### config.mk
export PLATFORM = sky130hd
export DESIGN_NAME = rvm_vector_map
export DESIGN_NICKNAME = d
export VERILOG_FILES = /design/src/core/rvm_pkg.sv /design/src/core/rvm_vector_map.sv
export SDC_FILE = /design/constraint.sdc
export NUM_CORES = 1
export LEC_CHECK = 0
export BUFFER_PORTS_ARGS = -buffer_cell sky130_fd_sc_hd__buf_2
export CAP_MARGIN = 20
export CORE_ASPECT_RATIO = 2
export CORE_MARGIN = 2
export CORE_UTILIZATION = 45
export CTS_BUF_LIST = sky130_fd_sc_hd__clkbuf_2 sky130_fd_sc_hd__clkbuf_4 sky130_fd_sc_hd__clkbuf_8
export CTS_CLUSTER_SIZE = 12
export DETAILED_ROUTE_END_ITERATION = 12
export GPL_TIMING_DRIVEN = 0
export PLACE_DENSITY = 0.69
export SYNTH_ARGS = -nofsm -noshare
export SYNTH_HDL_FRONTEND = slang
export SYNTH_SLANG_ARGS = --single-unit
### constraint.sdc
create_clock -name clk -period 8.8 [get_ports clk]
set_input_delay 2.64 -clock clk [delete_from_list [all_inputs] [get_ports clk]]
set_output_delay 2.64 -clock clk [all_outputs]
set_load 0.01 [all_outputs]
### src/core/rvm_pkg.sv
package rvm_pkg;

    // vector addresses and offsets
    localparam logic [23:0] RVM_RESET_VEC = 24'h0ffffc;
    localparam logic [23:0] RVM_VBR_RST = 24'hfffe00;
    localparam logic [8:0] RVM_OFF_TRAP1 = 9'h1f8;
    localparam logic [8:0] RVM_OFF_TRAP2 = 9'h1f4;
    localparam logic [8:0] RVM_OFF_SWI = 9'h1f0;
    localparam logic [8:0] RVM_OFF_SYS = 9'h1ec;
    localparam logic [8:0] RVM_OFF_NONMASKABLE_EXT_REQUEST = 9'h1d8;
    localparam logic [8:0] RVM_OFF_TIM_CH0 = 9'h1cc;
    localparam logic [8:0] RVM_OFF_STEP = 9'h004;

    // request index order, highest offset first
    localparam int RVM_NREQ = 16;
    localparam logic [3:0] RVM_IDX_NONMASKABLE_EXT_REQUEST = 4'h4;
    localparam logic [3:0] RVM_IDX_TIM0 = 4'h5;

    // register word offsets (byte addresses)
    localparam logic [7:0] RVM_REG_VBR = 8'h00;
    localparam logic [7:0] RVM_REG_WDOG = 8'h04;
    localparam logic [7:0] RVM_REG_OSC = 8'h08;
    localparam logic [7:0] RVM_REG_TIE = 8'h0c;
    localparam logic [7:0] RVM_REG_TSC2 = 8'h10;
    localparam logic [7:0] RVM_REG_PACTL = 8'h14;
    localparam logic [7:0] RVM_REG_FLAGS = 8'h18;
    localparam logic [7:0] RVM_REG_RSTAT = 8'h1c;
    localparam logic [7:0] RVM_REG_CURVEC = 8'h20;

    // field positions
    localparam int RVM_OSC_EN_BIT = 7;
    localparam int RVM_TOI_BIT = 7;
    localparam int RVM_PULSE_ACC_OVERFLOW_IE_BIT = 1;
    localparam int RVM_PAI_BIT = 0;
    localparam int RVM_SECURED_BIT = 8;
    localparam int RVM_CURVEC_REQ_BIT = 31;

    // pin index into synchronisers
    localparam int RVM_PIN_POR = 0;
    localparam int RVM_PIN_LVR = 1;
    localparam int RVM_PIN_EXT = 2;
    localparam int RVM_PIN_NONMASKABLE_EXT_REQUEST = 3;

    // reset cause bits
    localparam int RVM_RC_POR = 0;
    localparam int RVM_RC_LVR = 1;
    localparam int RVM_RC_EXT = 2;
    localparam int RVM_RC_CLKMON = 3;
    localparam int RVM_RC_WDOG = 4;

    // security byte
    localparam logic [1:0] RVM_SEC_UNSECURED = 2'h2;

    typedef struct packed {
        logic cyc;
        logic stb;
        logic we;
        logic [7:0] adr;
        logic [3:0] sel;
        logic [31:0] dat;
    } rvm_wb_req_t;

    typedef struct packed {
        logic [7:0] tim_ch;
        logic tim_ovf;
        logic pa_ovf;
        logic pa_edge;
    } rvm_periph_evt_t;

    typedef struct packed {
        logic trap1;
        logic trap2;
        logic software_irq_instr;
        logic system_call_instr;
        logic vec_ack;
        logic ccr_i_mask;
        logic ccr_x_mask;
    } rvm_cpu_t;

    typedef struct packed {
        logic ack;
        logic [31:0] rdata;
        logic [23:0] vbr;
        logic [2:0] wd_rate;
        logic osc_en;
        logic [7:0] tim_ie;
        logic timer_overflow_ie;
        logic pulse_acc_overflow_ie;
        logic pulse_acc_edge_ie;
        logic [10:0] flags;
        logic [3:0] traps;
        logic [3:0][2:0] sh;
        logic [3:0] flt;
        logic rst_req;
        logic [4:0] rst_cause;
        logic secured;
        logic sec_prog;
        logic irq_req;
        logic [3:0] irq_src;
        logic [23:0] irq_vec;
    } rvm_state_t;

    // fixed offset of each request index
    function automatic logic [8:0] rvm_vec_off(input logic [3:0] idx);
        logic [8:0] off;
        off = RVM_OFF_TRAP1 - 9'({idx[1:0], 2'b00});
        if (idx == RVM_IDX_NONMASKABLE_EXT_REQUEST) begin
            off = RVM_OFF_NONMASKABLE_EXT_REQUEST;
        end else if (idx >= RVM_IDX_TIM0) begin
            off = RVM_OFF_TIM_CH0 - 9'({idx - RVM_IDX_TIM0, 2'b00});
        end
        return off;
    endfunction : rvm_vec_off

endpackage : rvm_pkg

### src/core/rvm_vector_map.sv
// Chosen here: the Wishbone register port and the register addresses.
`timescale 1ns/1ps
// Summary of operation
// - erase success unsecures and reprograms security byte
// - all resets use fixed vector, never masked
// - por, lvr, pin reset unconditional; clkmon needs osc
// - watchdog reset enabled by nonzero rate field
// - higher vector offset wins arbitration
// - vector equals base register plus offset
// - page1 opcode trap vectors base plus 0x1f8
// - page2 opcode trap vectors base plus 0x1f4
// - software interrupt vectors base plus 0x1f0
// - system call vectors base plus 0x1ec
// - timer channels and overflow: masked, wake wait
// - accumulator overflow: masked, enabled, wakes wait only
// - accumulator edge: masked, enabled, wakes wait only
module rvm_vector_map
    import rvm_pkg::*;
(
    // clock and reset
    input wire logic clk,
    input wire logic srst,
    // register bus
    input wire rvm_pkg::rvm_wb_req_t wb_req,
    output logic wb_ack,
    output logic [31:0] wb_rdata,
    // reset sources, pins are asynchronous
    input wire logic por_pin,
    input wire logic lvr_pin,
    input wire logic ext_reset_n_pin,
    input wire logic nonmaskable_ext_request_n_pin,
    input wire logic clk_mon_fail,
    input wire logic wdog_timeout,
    // flash
    input wire logic [1:0] sec_bits,
    input wire logic erase_done,
    input wire logic erase_ok,
    output logic sec_prog,
    output logic [1:0] sec_prog_value,
    // peripherals and cpu
    input wire rvm_pkg::rvm_periph_evt_t evt,
    input wire rvm_pkg::rvm_cpu_t cpu,
    // vector outputs
    output logic reset_req,
    output logic [23:0] reset_vec,
    output logic irq_req,
    output logic [23:0] irq_vec,
    output logic wake_wait,
    output logic wake_stop
);
    import rvm_pkg::*;

    rvm_state_t st_q, st_d;
    logic [RVM_NREQ-1:0] req;
    logic [31:0] wmask;
    logic wr_go;
    logic nonmaskable_ext_request_act;

    // arbitration requests, index 0 holds the highest offset
    always_comb begin
        nonmaskable_ext_request_act = ~st_q.flt[RVM_PIN_NONMASKABLE_EXT_REQUEST];
        req = '0;
        req[3:0] = st_q.traps;
        req[RVM_IDX_NONMASKABLE_EXT_REQUEST] = nonmaskable_ext_request_act & ~cpu.ccr_x_mask;
        for (int i = 0; i < 8; i++) begin
            req[5 + i] = st_q.flags[i] & st_q.tim_ie[i] & ~cpu.ccr_i_mask;
        end
        req[13] = st_q.flags[8] & st_q.timer_overflow_ie & ~cpu.ccr_i_mask;
        req[14] = st_q.flags[9] & st_q.pulse_acc_overflow_ie & ~cpu.ccr_i_mask;
        req[15] = st_q.flags[10] & st_q.pulse_acc_edge_ie & ~cpu.ccr_i_mask;
    end

    assign wmask = {{8{wb_req.sel[3]}}, {8{wb_req.sel[2]}}, {8{wb_req.sel[1]}},
                    {8{wb_req.sel[0]}}};
    // write lands on the edge where the master sees ack
    assign wr_go = wb_req.cyc & wb_req.stb & wb_req.we & st_q.ack;

    // next state
    always_comb begin
        logic [31:0] wv;
        logic [31:0] rd;
        logic found;
        wv = wb_req.dat & wmask;
        rd = '0;
        found = 1'b0;
        st_d = st_q;
        // three-stage pin synchronisers, change accepted when stages 2 and 3 agree
        st_d.sh[RVM_PIN_POR] = {st_q.sh[RVM_PIN_POR][1:0], por_pin};
        st_d.sh[RVM_PIN_LVR] = {st_q.sh[RVM_PIN_LVR][1:0], lvr_pin};
        st_d.sh[RVM_PIN_EXT] = {st_q.sh[RVM_PIN_EXT][1:0], ~ext_reset_n_pin};
        st_d.sh[RVM_PIN_NONMASKABLE_EXT_REQUEST] = {st_q.sh[RVM_PIN_NONMASKABLE_EXT_REQUEST][1:0], nonmaskable_ext_request_n_pin};
        for (int p = 0; p < 4; p++) begin
            if (st_q.sh[p][1] == st_q.sh[p][2]) begin
                st_d.flt[p] = st_q.sh[p][2];
            end
        end
        // reset request; no mask bit takes part here
        st_d.rst_req = st_q.flt[RVM_PIN_POR] | st_q.flt[RVM_PIN_LVR]
                     | st_q.flt[RVM_PIN_EXT]
                     | (clk_mon_fail & st_q.osc_en)
                     | (wdog_timeout & (st_q.wd_rate != 3'h0));
        // bus slave, one wait state, unmapped reads as zero
        st_d.ack = wb_req.cyc & wb_req.stb & ~st_q.ack;
        unique case (wb_req.adr & 8'hfc)
            RVM_REG_VBR: rd = {8'h00, st_q.vbr};
            RVM_REG_WDOG: rd = {29'h0, st_q.wd_rate};
            RVM_REG_OSC: rd = 32'(st_q.osc_en) << RVM_OSC_EN_BIT;
            RVM_REG_TIE: rd = {24'h0, st_q.tim_ie};
            RVM_REG_TSC2: rd = 32'(st_q.timer_overflow_ie) << RVM_TOI_BIT;
            RVM_REG_PACTL: rd = {30'h0, st_q.pulse_acc_overflow_ie, st_q.pulse_acc_edge_ie};
            RVM_REG_FLAGS: rd = {21'h0, st_q.flags};
            RVM_REG_RSTAT: rd = {23'h0, st_q.secured, 3'h0, st_q.rst_cause};
            RVM_REG_CURVEC: rd = {st_q.irq_req, 7'h00, st_q.irq_vec};
            default: rd = '0;
        endcase
        st_d.rdata = st_d.ack ? rd : st_q.rdata;
        if (wr_go) begin
            unique case (wb_req.adr & 8'hfc)
                RVM_REG_VBR: st_d.vbr = 24'((32'(st_q.vbr) & ~wmask) | wv);
                RVM_REG_WDOG: if (wb_req.sel[0]) st_d.wd_rate = wb_req.dat[2:0];
                RVM_REG_OSC: if (wb_req.sel[0]) st_d.osc_en = wb_req.dat[RVM_OSC_EN_BIT];
                RVM_REG_TIE: if (wb_req.sel[0]) st_d.tim_ie = wb_req.dat[7:0];
                RVM_REG_TSC2: if (wb_req.sel[0]) st_d.timer_overflow_ie = wb_req.dat[RVM_TOI_BIT];
                RVM_REG_PACTL: begin
                    if (wb_req.sel[0]) begin
                        st_d.pulse_acc_overflow_ie = wb_req.dat[RVM_PULSE_ACC_OVERFLOW_IE_BIT];
                        st_d.pulse_acc_edge_ie = wb_req.dat[RVM_PAI_BIT];
                    end
                end
                RVM_REG_FLAGS: st_d.flags = st_q.flags & ~wv[10:0];
                RVM_REG_RSTAT: st_d.rst_cause = st_q.rst_cause & ~wv[4:0];
                default: ;
            endcase
        end
        // source flags: set after clear so a coincident event survives
        st_d.flags = st_d.flags | {evt.pa_edge, evt.pa_ovf, evt.tim_ovf, evt.tim_ch};
        // sticky reset causes, also set-wins
        st_d.rst_cause[RVM_RC_POR] |= st_q.flt[RVM_PIN_POR];
        st_d.rst_cause[RVM_RC_LVR] |= st_q.flt[RVM_PIN_LVR];
        st_d.rst_cause[RVM_RC_EXT] |= st_q.flt[RVM_PIN_EXT];
        st_d.rst_cause[RVM_RC_CLKMON] |= clk_mon_fail & st_q.osc_en;
        st_d.rst_cause[RVM_RC_WDOG] |= wdog_timeout & (st_q.wd_rate != 3'h0);
        // trap pendings drop when the cpu takes their vector
        if (cpu.vec_ack && st_q.irq_req && st_q.irq_src < RVM_IDX_NONMASKABLE_EXT_REQUEST) begin
            st_d.traps[st_q.irq_src[1:0]] = 1'b0;
        end
        st_d.traps = st_d.traps | {cpu.system_call_instr, cpu.software_irq_instr, cpu.trap2, cpu.trap1};
        // fixed priority: first hit is the highest offset
        st_d.irq_req = 1'b0;
        st_d.irq_src = st_q.irq_src;
        for (int i = 0; i < RVM_NREQ; i++) begin
            if (req[i] && !found) begin
                found = 1'b1;
                st_d.irq_req = 1'b1;
                st_d.irq_src = 4'(i);
            end
        end
        st_d.irq_vec = st_q.vbr + {15'h0, rvm_vec_off(st_d.irq_src)};
        // full erase unsecures without software help
        st_d.sec_prog = erase_done & erase_ok;
        if (erase_done && erase_ok) begin
            st_d.secured = 1'b0;
        end
        if (srst) begin
            st_d = '0;
            st_d.vbr = RVM_VBR_RST;
            st_d.flt[RVM_PIN_NONMASKABLE_EXT_REQUEST] = 1'b1;
            st_d.sh[RVM_PIN_NONMASKABLE_EXT_REQUEST] = 3'h7;
            // security strap caught on the clock, srst is synchronous
            st_d.secured = (sec_bits != RVM_SEC_UNSECURED);
        end
    end

    // the single state register
    always_ff @(posedge clk) begin
        st_q <= st_d;
    end

    // outputs
    assign wb_ack = st_q.ack;
    assign wb_rdata = st_q.rdata;
    assign reset_req = st_q.rst_req;
    assign reset_vec = RVM_RESET_VEC;
    assign irq_req = st_q.irq_req;
    assign irq_vec = st_q.irq_vec;
    assign sec_prog = st_q.sec_prog;
    assign sec_prog_value = RVM_SEC_UNSECURED;
    // only the external nonmaskable request may end stop; timers never do
    assign wake_stop = nonmaskable_ext_request_act & ~cpu.ccr_x_mask;
    assign wake_wait = |req;

    logic others_idle;
    assign others_idle = ~st_q.flt[RVM_PIN_POR] & ~st_q.flt[RVM_PIN_LVR]
                       & ~st_q.flt[RVM_PIN_EXT];

    // selected source against base plus its offset; the base is one edge old
    function automatic logic vec_is(input logic [3:0] s, input logic [23:0] v);
        return !st_q.irq_req || st_q.irq_src != s || st_q.irq_vec == v;
    endfunction : vec_is

    function automatic logic irq_src_is(input logic [3:0] s);
        return st_q.irq_req && st_q.irq_src == s;
    endfunction : irq_src_is
endmodule : rvm_vector_map

Yosys cells after proc, flatten, opt, wreduce, memory -nomap -nowiden:

Index checks and enable logic that the tools add are counted.

* multiplexer cells: 43
* bitwise operators: 56
* reduce and logical (&&, ||, !) cells: 44
* eq/ne operators: 14
* magnitude comparators: 4
* add/sub/neg operators: 4

Operators with widths (count)
* case mux 32 bit (9 select lines): 1
* two-way mux 5 bit: 18
* AND 24 bit: 2
* two-way mux 31 bit: 1
* AND 1 bit: 30
* adder 24 x 9 -> 24 bit: 1
* == test 6 x 3 -> 1 bit (second input constant): 4
* NOT 24 bit: 1
* bitwise OR 24 bit: 1
* two-way mux 11 bit: 2
* logical AND 1 bit: 19
* two-way mux 9 bit: 2
* two-way mux 1 bit: 17
* OR reduction 16 bit: 1
* zero test 1 bit: 15
* AND reduction 3 bit: 5
* == test 6 x 2 -> 1 bit (second input constant): 2
* AND 11 bit: 1
* NOT 11 bit: 1
* bitwise OR 11 bit: 1
* bitwise OR 1 bit: 9
* zero test 8 bit: 1
* subtractor 7 x 7 -> 8 bit (first input constant): 1
* == test 6 x 1 -> 1 bit (second input constant): 1
* other kinds (21): 28

* output and inout bits: 88
* register bits: 140
* input port bits: 77
* word-level logic and storage cells: 191

Longest topological paths before layout:

* depth in word-level cells: 52
* gate-level depth with buffers: 21
* mapped depth without buffers: 20

Worst setup path before layout:

No wires, ideal clock.

* path type: input to register
* start point: input cpu[0] (netlist name)
* end point: register st_q, in the netlist irq_vec[20]
* required time: 8.730 ns
* stages: 19
* path buffers: 1
* path slack: 2.224 ns
* data arrival time: 6.505 ns
* cells stage by stage: or2_2 clkbuf_1 a221oi_1 o22ai_1 a22oi_1 a31oi_1 o22ai_1 ha_1 nand4_1 o21a_1 o211ai_1 fa_1 nor2b_1 o21a_1 o21ai_0 a21boi_0 nand3_1 or3_1 a21oi_1

* longest elaborated chain between the ends: 42
* elaborated cells on any way between the ends: 56
* classes of those cells: 4 x add/sub; 1 x order compare; 1 x eq/ne; 25 x mux; 2 x bitwise; 23 x reduce/logical

RTL lines
* from (decl): line rvm_vector_map.sv:42 `input wire rvm_pkg::rvm_cpu_t cpu,`
* NOT 1 bit *: line rvm_vector_map.sv:64 `req[RVM_IDX_NONMASKABLE_EXT_REQUEST] = nonmaskable_ext_request_act & ~cpu.ccr_x_mask;`
* AND 1 bit *: line rvm_vector_map.sv:64
* logical AND 1 bit *: line rvm_vector_map.sv:152 `if (req[i] && !found) begin`
* two-way mux 1 bit: line rvm_vector_map.sv:152
* zero test 1 bit: line rvm_vector_map.sv:152
* logical AND 1 bit: line rvm_vector_map.sv:152
* two-way mux 1 bit: line rvm_vector_map.sv:152
* zero test 1 bit: line rvm_vector_map.sv:152
* (+26 left out)
* zero test 1 bit: line rvm_vector_map.sv:152
* logical AND 1 bit: line rvm_vector_map.sv:152
* two-way mux 5 bit *: line rvm_vector_map.sv:152
* subtractor 4 x 3 -> 4 bit: line rvm_pkg.sv:110 `off = RVM_OFF_TIM_CH0 - 9'({idx - RVM_IDX_TIM0, 2'b00});`
* subtractor 7 x 7 -> 8 bit: line rvm_pkg.sv:110
* two-way mux 9 bit: line rvm_pkg.sv:109 `end else if (idx >= RVM_IDX_TIM0) begin`
* two-way mux 9 bit *: line rvm_pkg.sv:107 `if (idx == RVM_IDX_NONMASKABLE_EXT_REQUEST) begin`
* adder 24 x 9 -> 24 bit *: line rvm_vector_map.sv:158 `st_d.irq_vec = st_q.vbr + {15'h0, rvm_vec_off(st_d.irq_src)};`
* to (signal assigned): line rvm_vector_map.sv:176 `st_q <= st_d;`
* to (decl): line rvm_vector_map.sv:53 `rvm_state_t st_q, st_d;`

Every way passes the cells marked *; elsewhere a longest branch is shown, timed or not.
A chain may end at the register's enable or synchronous reset.

Final worst setup path:

* start point: input cpu[1] (netlist name)
* end point: register st_q, in the netlist irq_vec[22]

* longest elaborated chain between the ends: 39
* elaborated cells on any way between the ends: 62
* classes of those cells: 4 x add/sub; 1 x order compare; 1 x eq/ne; 23 x mux; 12 x bitwise; 21 x reduce/logical

RTL lines
* NOT 1 bit *
* AND 1 bit: line rvm_vector_map.sv:66 `req[5 + i] = st_q.flags[i] & st_q.tim_ie[i] & ~cpu.ccr_i_mask;`
* logical AND 1 bit: line rvm_vector_map.sv:152
* two-way mux 1 bit: line rvm_vector_map.sv:152
* zero test 1 bit: line rvm_vector_map.sv:152
* logical AND 1 bit: line rvm_vector_map.sv:152
* two-way mux 1 bit: line rvm_vector_map.sv:152
* zero test 1 bit: line rvm_vector_map.sv:152
* (+23 left out)
* zero test 1 bit: line rvm_vector_map.sv:152
* logical AND 1 bit: line rvm_vector_map.sv:152
* two-way mux 5 bit *: line rvm_vector_map.sv:152
* subtractor 4 x 3 -> 4 bit: line rvm_pkg.sv:110
* subtractor 7 x 7 -> 8 bit: line rvm_pkg.sv:110
* two-way mux 9 bit: line rvm_pkg.sv:109
* two-way mux 9 bit *: line rvm_pkg.sv:107
* adder 24 x 9 -> 24 bit *: line rvm_vector_map.sv:158

Marked as above.

==> summary.md <==
| Metric | Value |
|---|---|
| Status | finished clean |
| Vias per std cell | around 5.4 |
| Port bufs | 119 |
| Die height | about 180 µm |
| Lkg Pwr | 3.477 nW |
| DPL Wire Length | approximately 17000 µm |
| Critical-path maximum fanout | 10 |
| Ys async rst share | 0 |
| Clk Latency, worst-skew pair | between 400 and 500 ps |
| Final core utilization | 0.5577 |
| Hold Crit Start | st_q[50] |
| # diodes | 0 |
| Post-synthesis cell area | 6610 µm² |
| Share of layout cells above drive strength 1 | 0.2498 |
| Non-filler cells, final | between 1000 and 1500 |
| NetSw | ~340 µW |
| Post-CTS Hold Fix Bufs | 0 |
| Largest net degree at the start of global routing | 17 |
| PwrDens | about 170 nW/µm² |
| Worst EP required | a little over 9000 ps |
| Dpl cells | around 1200 |
| Clock share of power | 0.423 |
| Crit end category | register |
| Core Region | 14350 µm² |
| Nets | between 1000 and 1500 |
| Via count | around 6400 |
| Starting DRC count in detailed routing | 440 |
| Post-synth cell types | 66 |
| Clock sinks | approximately 130 |
| Clk root buf | clkbuf_8 |
| Reg2reg start | req[0] |
| Final setup margin | about 1300 ps |
| Int Power | roughly 1 mW |
| Total I/O pin count | approximately 170 |
| Htree depth | 4 |
| Fraction of the mapped netlist area in simple logic gates | 0.2351 |
| RSZ-0062 raised after global routing | false |
| Final WL | roughly 21000 µm |
| Worst hold path class | reg -> reg |
| Fin Setup TNS | 0 ps |
| Layout Skew | roughly 12 ps |
| Flop pwr share | 0.471 |
| Setup WS pre-CTS | between 900 and 1000 ps |
| Post-cts resize count | 0 |
| GRT Resource Usage Total | 0.2682 |
| CTS tree | built |
| Sw Ratio | 0.2524 |
| Worst Path Arrival | ~8000 ps |
| Logic pwr share | 0.106 |
| Final min period | around 7500 ps |
| Seq. cell area | 2673 µm² |
| Mapped Cells | between 800 and 900 |
| Critical path class | in -> reg |
| Synth Area in XOR/XNOR | 0.02253 |
| Worst Tran Pin Value | ~870 ps |
| Die W | 89.70 µm |
| Adder-Cell Fraction of Synth Area | 0.01817 |
| Synthesized area per cell | 8.032 µm² |
| Register area share after synthesis | 0.4043 |
| Worst-path clk slew | approximately 80 ps |
| Final global-route overflow total | 0 |
| Setup violators final | 0 |
| Relative slew slack | 0.4225 |
| Main combinational cell family by area after synthesis | simple AND/OR/NAND/NOR gates |
| Most used DFF post-synth | dfxtp_1 |
| Peak Freq | 0.1331 GHz |
| First-pass GRT wire length | approximately 33000 µm |
| Post-synthesis mux area share | 0.01420 |
| Routed Antenna Nets | 0 |
| Fin. Hold Viols | 0 |
| Starting density of the core | 0.4606 |
| Num CTS Buffers | 17 |
| DRC viols | 0 |
| RD Place Congestion | approximately 0.98 |
| Post-synth EDFFs | 1 |
| WHS | 422.8 ps |
| Postcts setup bufs | 0 |
| Crit start category | input pin |
| Worst vdd ir | 0.1059 mV |
| Fill count | roughly 1400 |
| Wire per inst | 17.71 µm |
| Maxcap violations | 0 |
| YS warnings | 0 |
| Critical path launch point | cpu[1] |
| #FFs+latches synth | ~130 |
| Max Buffers Root-to-Sink | 2 |
| Site Rows | 62 |
| Pre-antenna DRT Iters | 8 |
| Slew Limit Fails | 0 |
| Vias in the first global route | around 6400 |
| Final critical-path share of the clock period | 0.8537 |
| Area growth, synth to finish | 21.09% |
| Die area | 15730 µm² |
| Initial antenna violation count | 0 |
| Multi-input gate area | 3207 µm² |
| Post-synthesis compound-gate area fraction | 0.1764 |
## power groups by stage
| stage | clock [mW] | combinational (mW) | sequential (mW) |
|---|---|---|---|
| after floorplan | 0 | 0.0926 | 0.641 |
| after global placement | 0 | 0.141 | 0.650 |
| after global routing | 0.600 | 0.157 | 0.638 |
| final | 0.571 | 0.144 | 0.636 |
| after CTS | 0.577 | 0.143 | 0.636 |
| after detailed placement | 0 | 0.142 | 0.650 |
## synthesized netlist by cell type (all sizes together), types with 5 or more instances
library cell | instances | area share
nand2 | 102 | 0.058
inv | 13 | 0.0078
nor3 | 9 | 0.0068
mux2i | 6 | 0.0091
nand3b | 21 | 0.024
nor2 | 105 | 0.060
a21oi | 87 | 0.066
buf | 84 | 0.097
dfxtp | 132 | 0.40
o21ai | 14 | 0.011
o21a | 6 | 0.0068
a222oi | 5 | 0.0076
nor4 | 5 | 0.0057
and2 | 7 | 0.0070
nand3 | 33 | 0.025
nor2b | 14 | 0.013
or2 | 6 | 0.0057
a22oi | 31 | 0.035
clkbuf | 42 | 0.024
a31oi | 5 | 0.0047
and3 | 10 | 0.0095
ha | 8 | 0.015
xor2 | 13 | 0.017
## critical path, stage by stage
cell and delay (ps):
buf_2 150, clkbuf_1 230, o21bai_1 210, a2111oi_0 510, a211oi_1 130, a22oi_1 410, a31oi_1 160, o22ai_1 340
ha_1 360, nor2_1 80, o211ai_1 120, o211ai_1 150, fa_1 420, nor2b_1 170, o21a_1 180, o21ai_0 120
a21boi_0 640, nand3_1 340, or3_1 390, a21oi_1 130
## final cells by class
| class | count | share of cell area |
|---|---|---|
| clock buffer | 21 | 0.03377 |
| sequential | 133 | 0.3339 |
| clock inverter | 11 | 0.02142 |
| tap | 192 | 0.03001 |
| timing repair buffer | 119 | 0.07441 |
| multi-input combinational | 582 | 0.4007 |
| inverter | 13 | 0.006409 |
| buffer | 126 | 0.09942 |
## routing by layer
layer / vias up / share of wire / global-route usage
met5: - / 0 / 0
met1: 2936 / 0.33 / 0.2484
met2: 303 / 0.54 / 0.5092
met3: 104 / 0.054 / 0.04247
met4: 0 / 0.081 / 0.2167
li1: 3081 / - / -
## stage by stage
stage               total power, mW  cell area [µm²]
finish                        1.351             8004
global route                  1.394             8004
CTS                           1.356             8004
detailed placement           0.7921             7562
global placement             0.7912             7562
floorplan                    0.7340             6726
## placed cells by master (no fill, tap or decap), types with 8 or more instances in the layout
| cell type | synthesis | final |
|---|---|---|
| nor2_1 | 105 | 105 |
| xor2_1 | 13 | 13 |
| clkbuf_1 | 42 | 42 |
| a21oi_1 | 87 | 87 |
| clkbuf_8 | 0 | 18 |
| inv_1 | 12 | 12 |
| nand3b_1 | 21 | 21 |
| a22oi_1 | 31 | 31 |
| buf_2 | 0 | 119 |
| nor2b_1 | 14 | 14 |
| dfxtp_1 | 132 | 132 |
| nor3_1 | 9 | 9 |
| o21ai_0 | 12 | 12 |
| nand2_1 | 102 | 102 |
| and3_1 | 10 | 10 |
| buf_4 | 82 | 82 |
| nand3_1 | 33 | 33 |
| conb_1 | 2 | 33 |
| ha_1 | 8 | 8 |
## final timing paths
path	end	slack, ps	depth (start not counted)
setup / recovery	irq_vec[22]	1290	20
hold / removal	st_q[51]	420	1
setup reg to reg	irq_vec[22]	3050	18
hold reg to reg	st_q[51]	420	1
## cell families after synthesis
group,after synthesis
fa+ha+maj,9
flops,133
xor+xnor,17
mux,9
buf+inv,139
other cells,2
simple gates,330
compound gates,184
(Power assumes the default switching activity.)
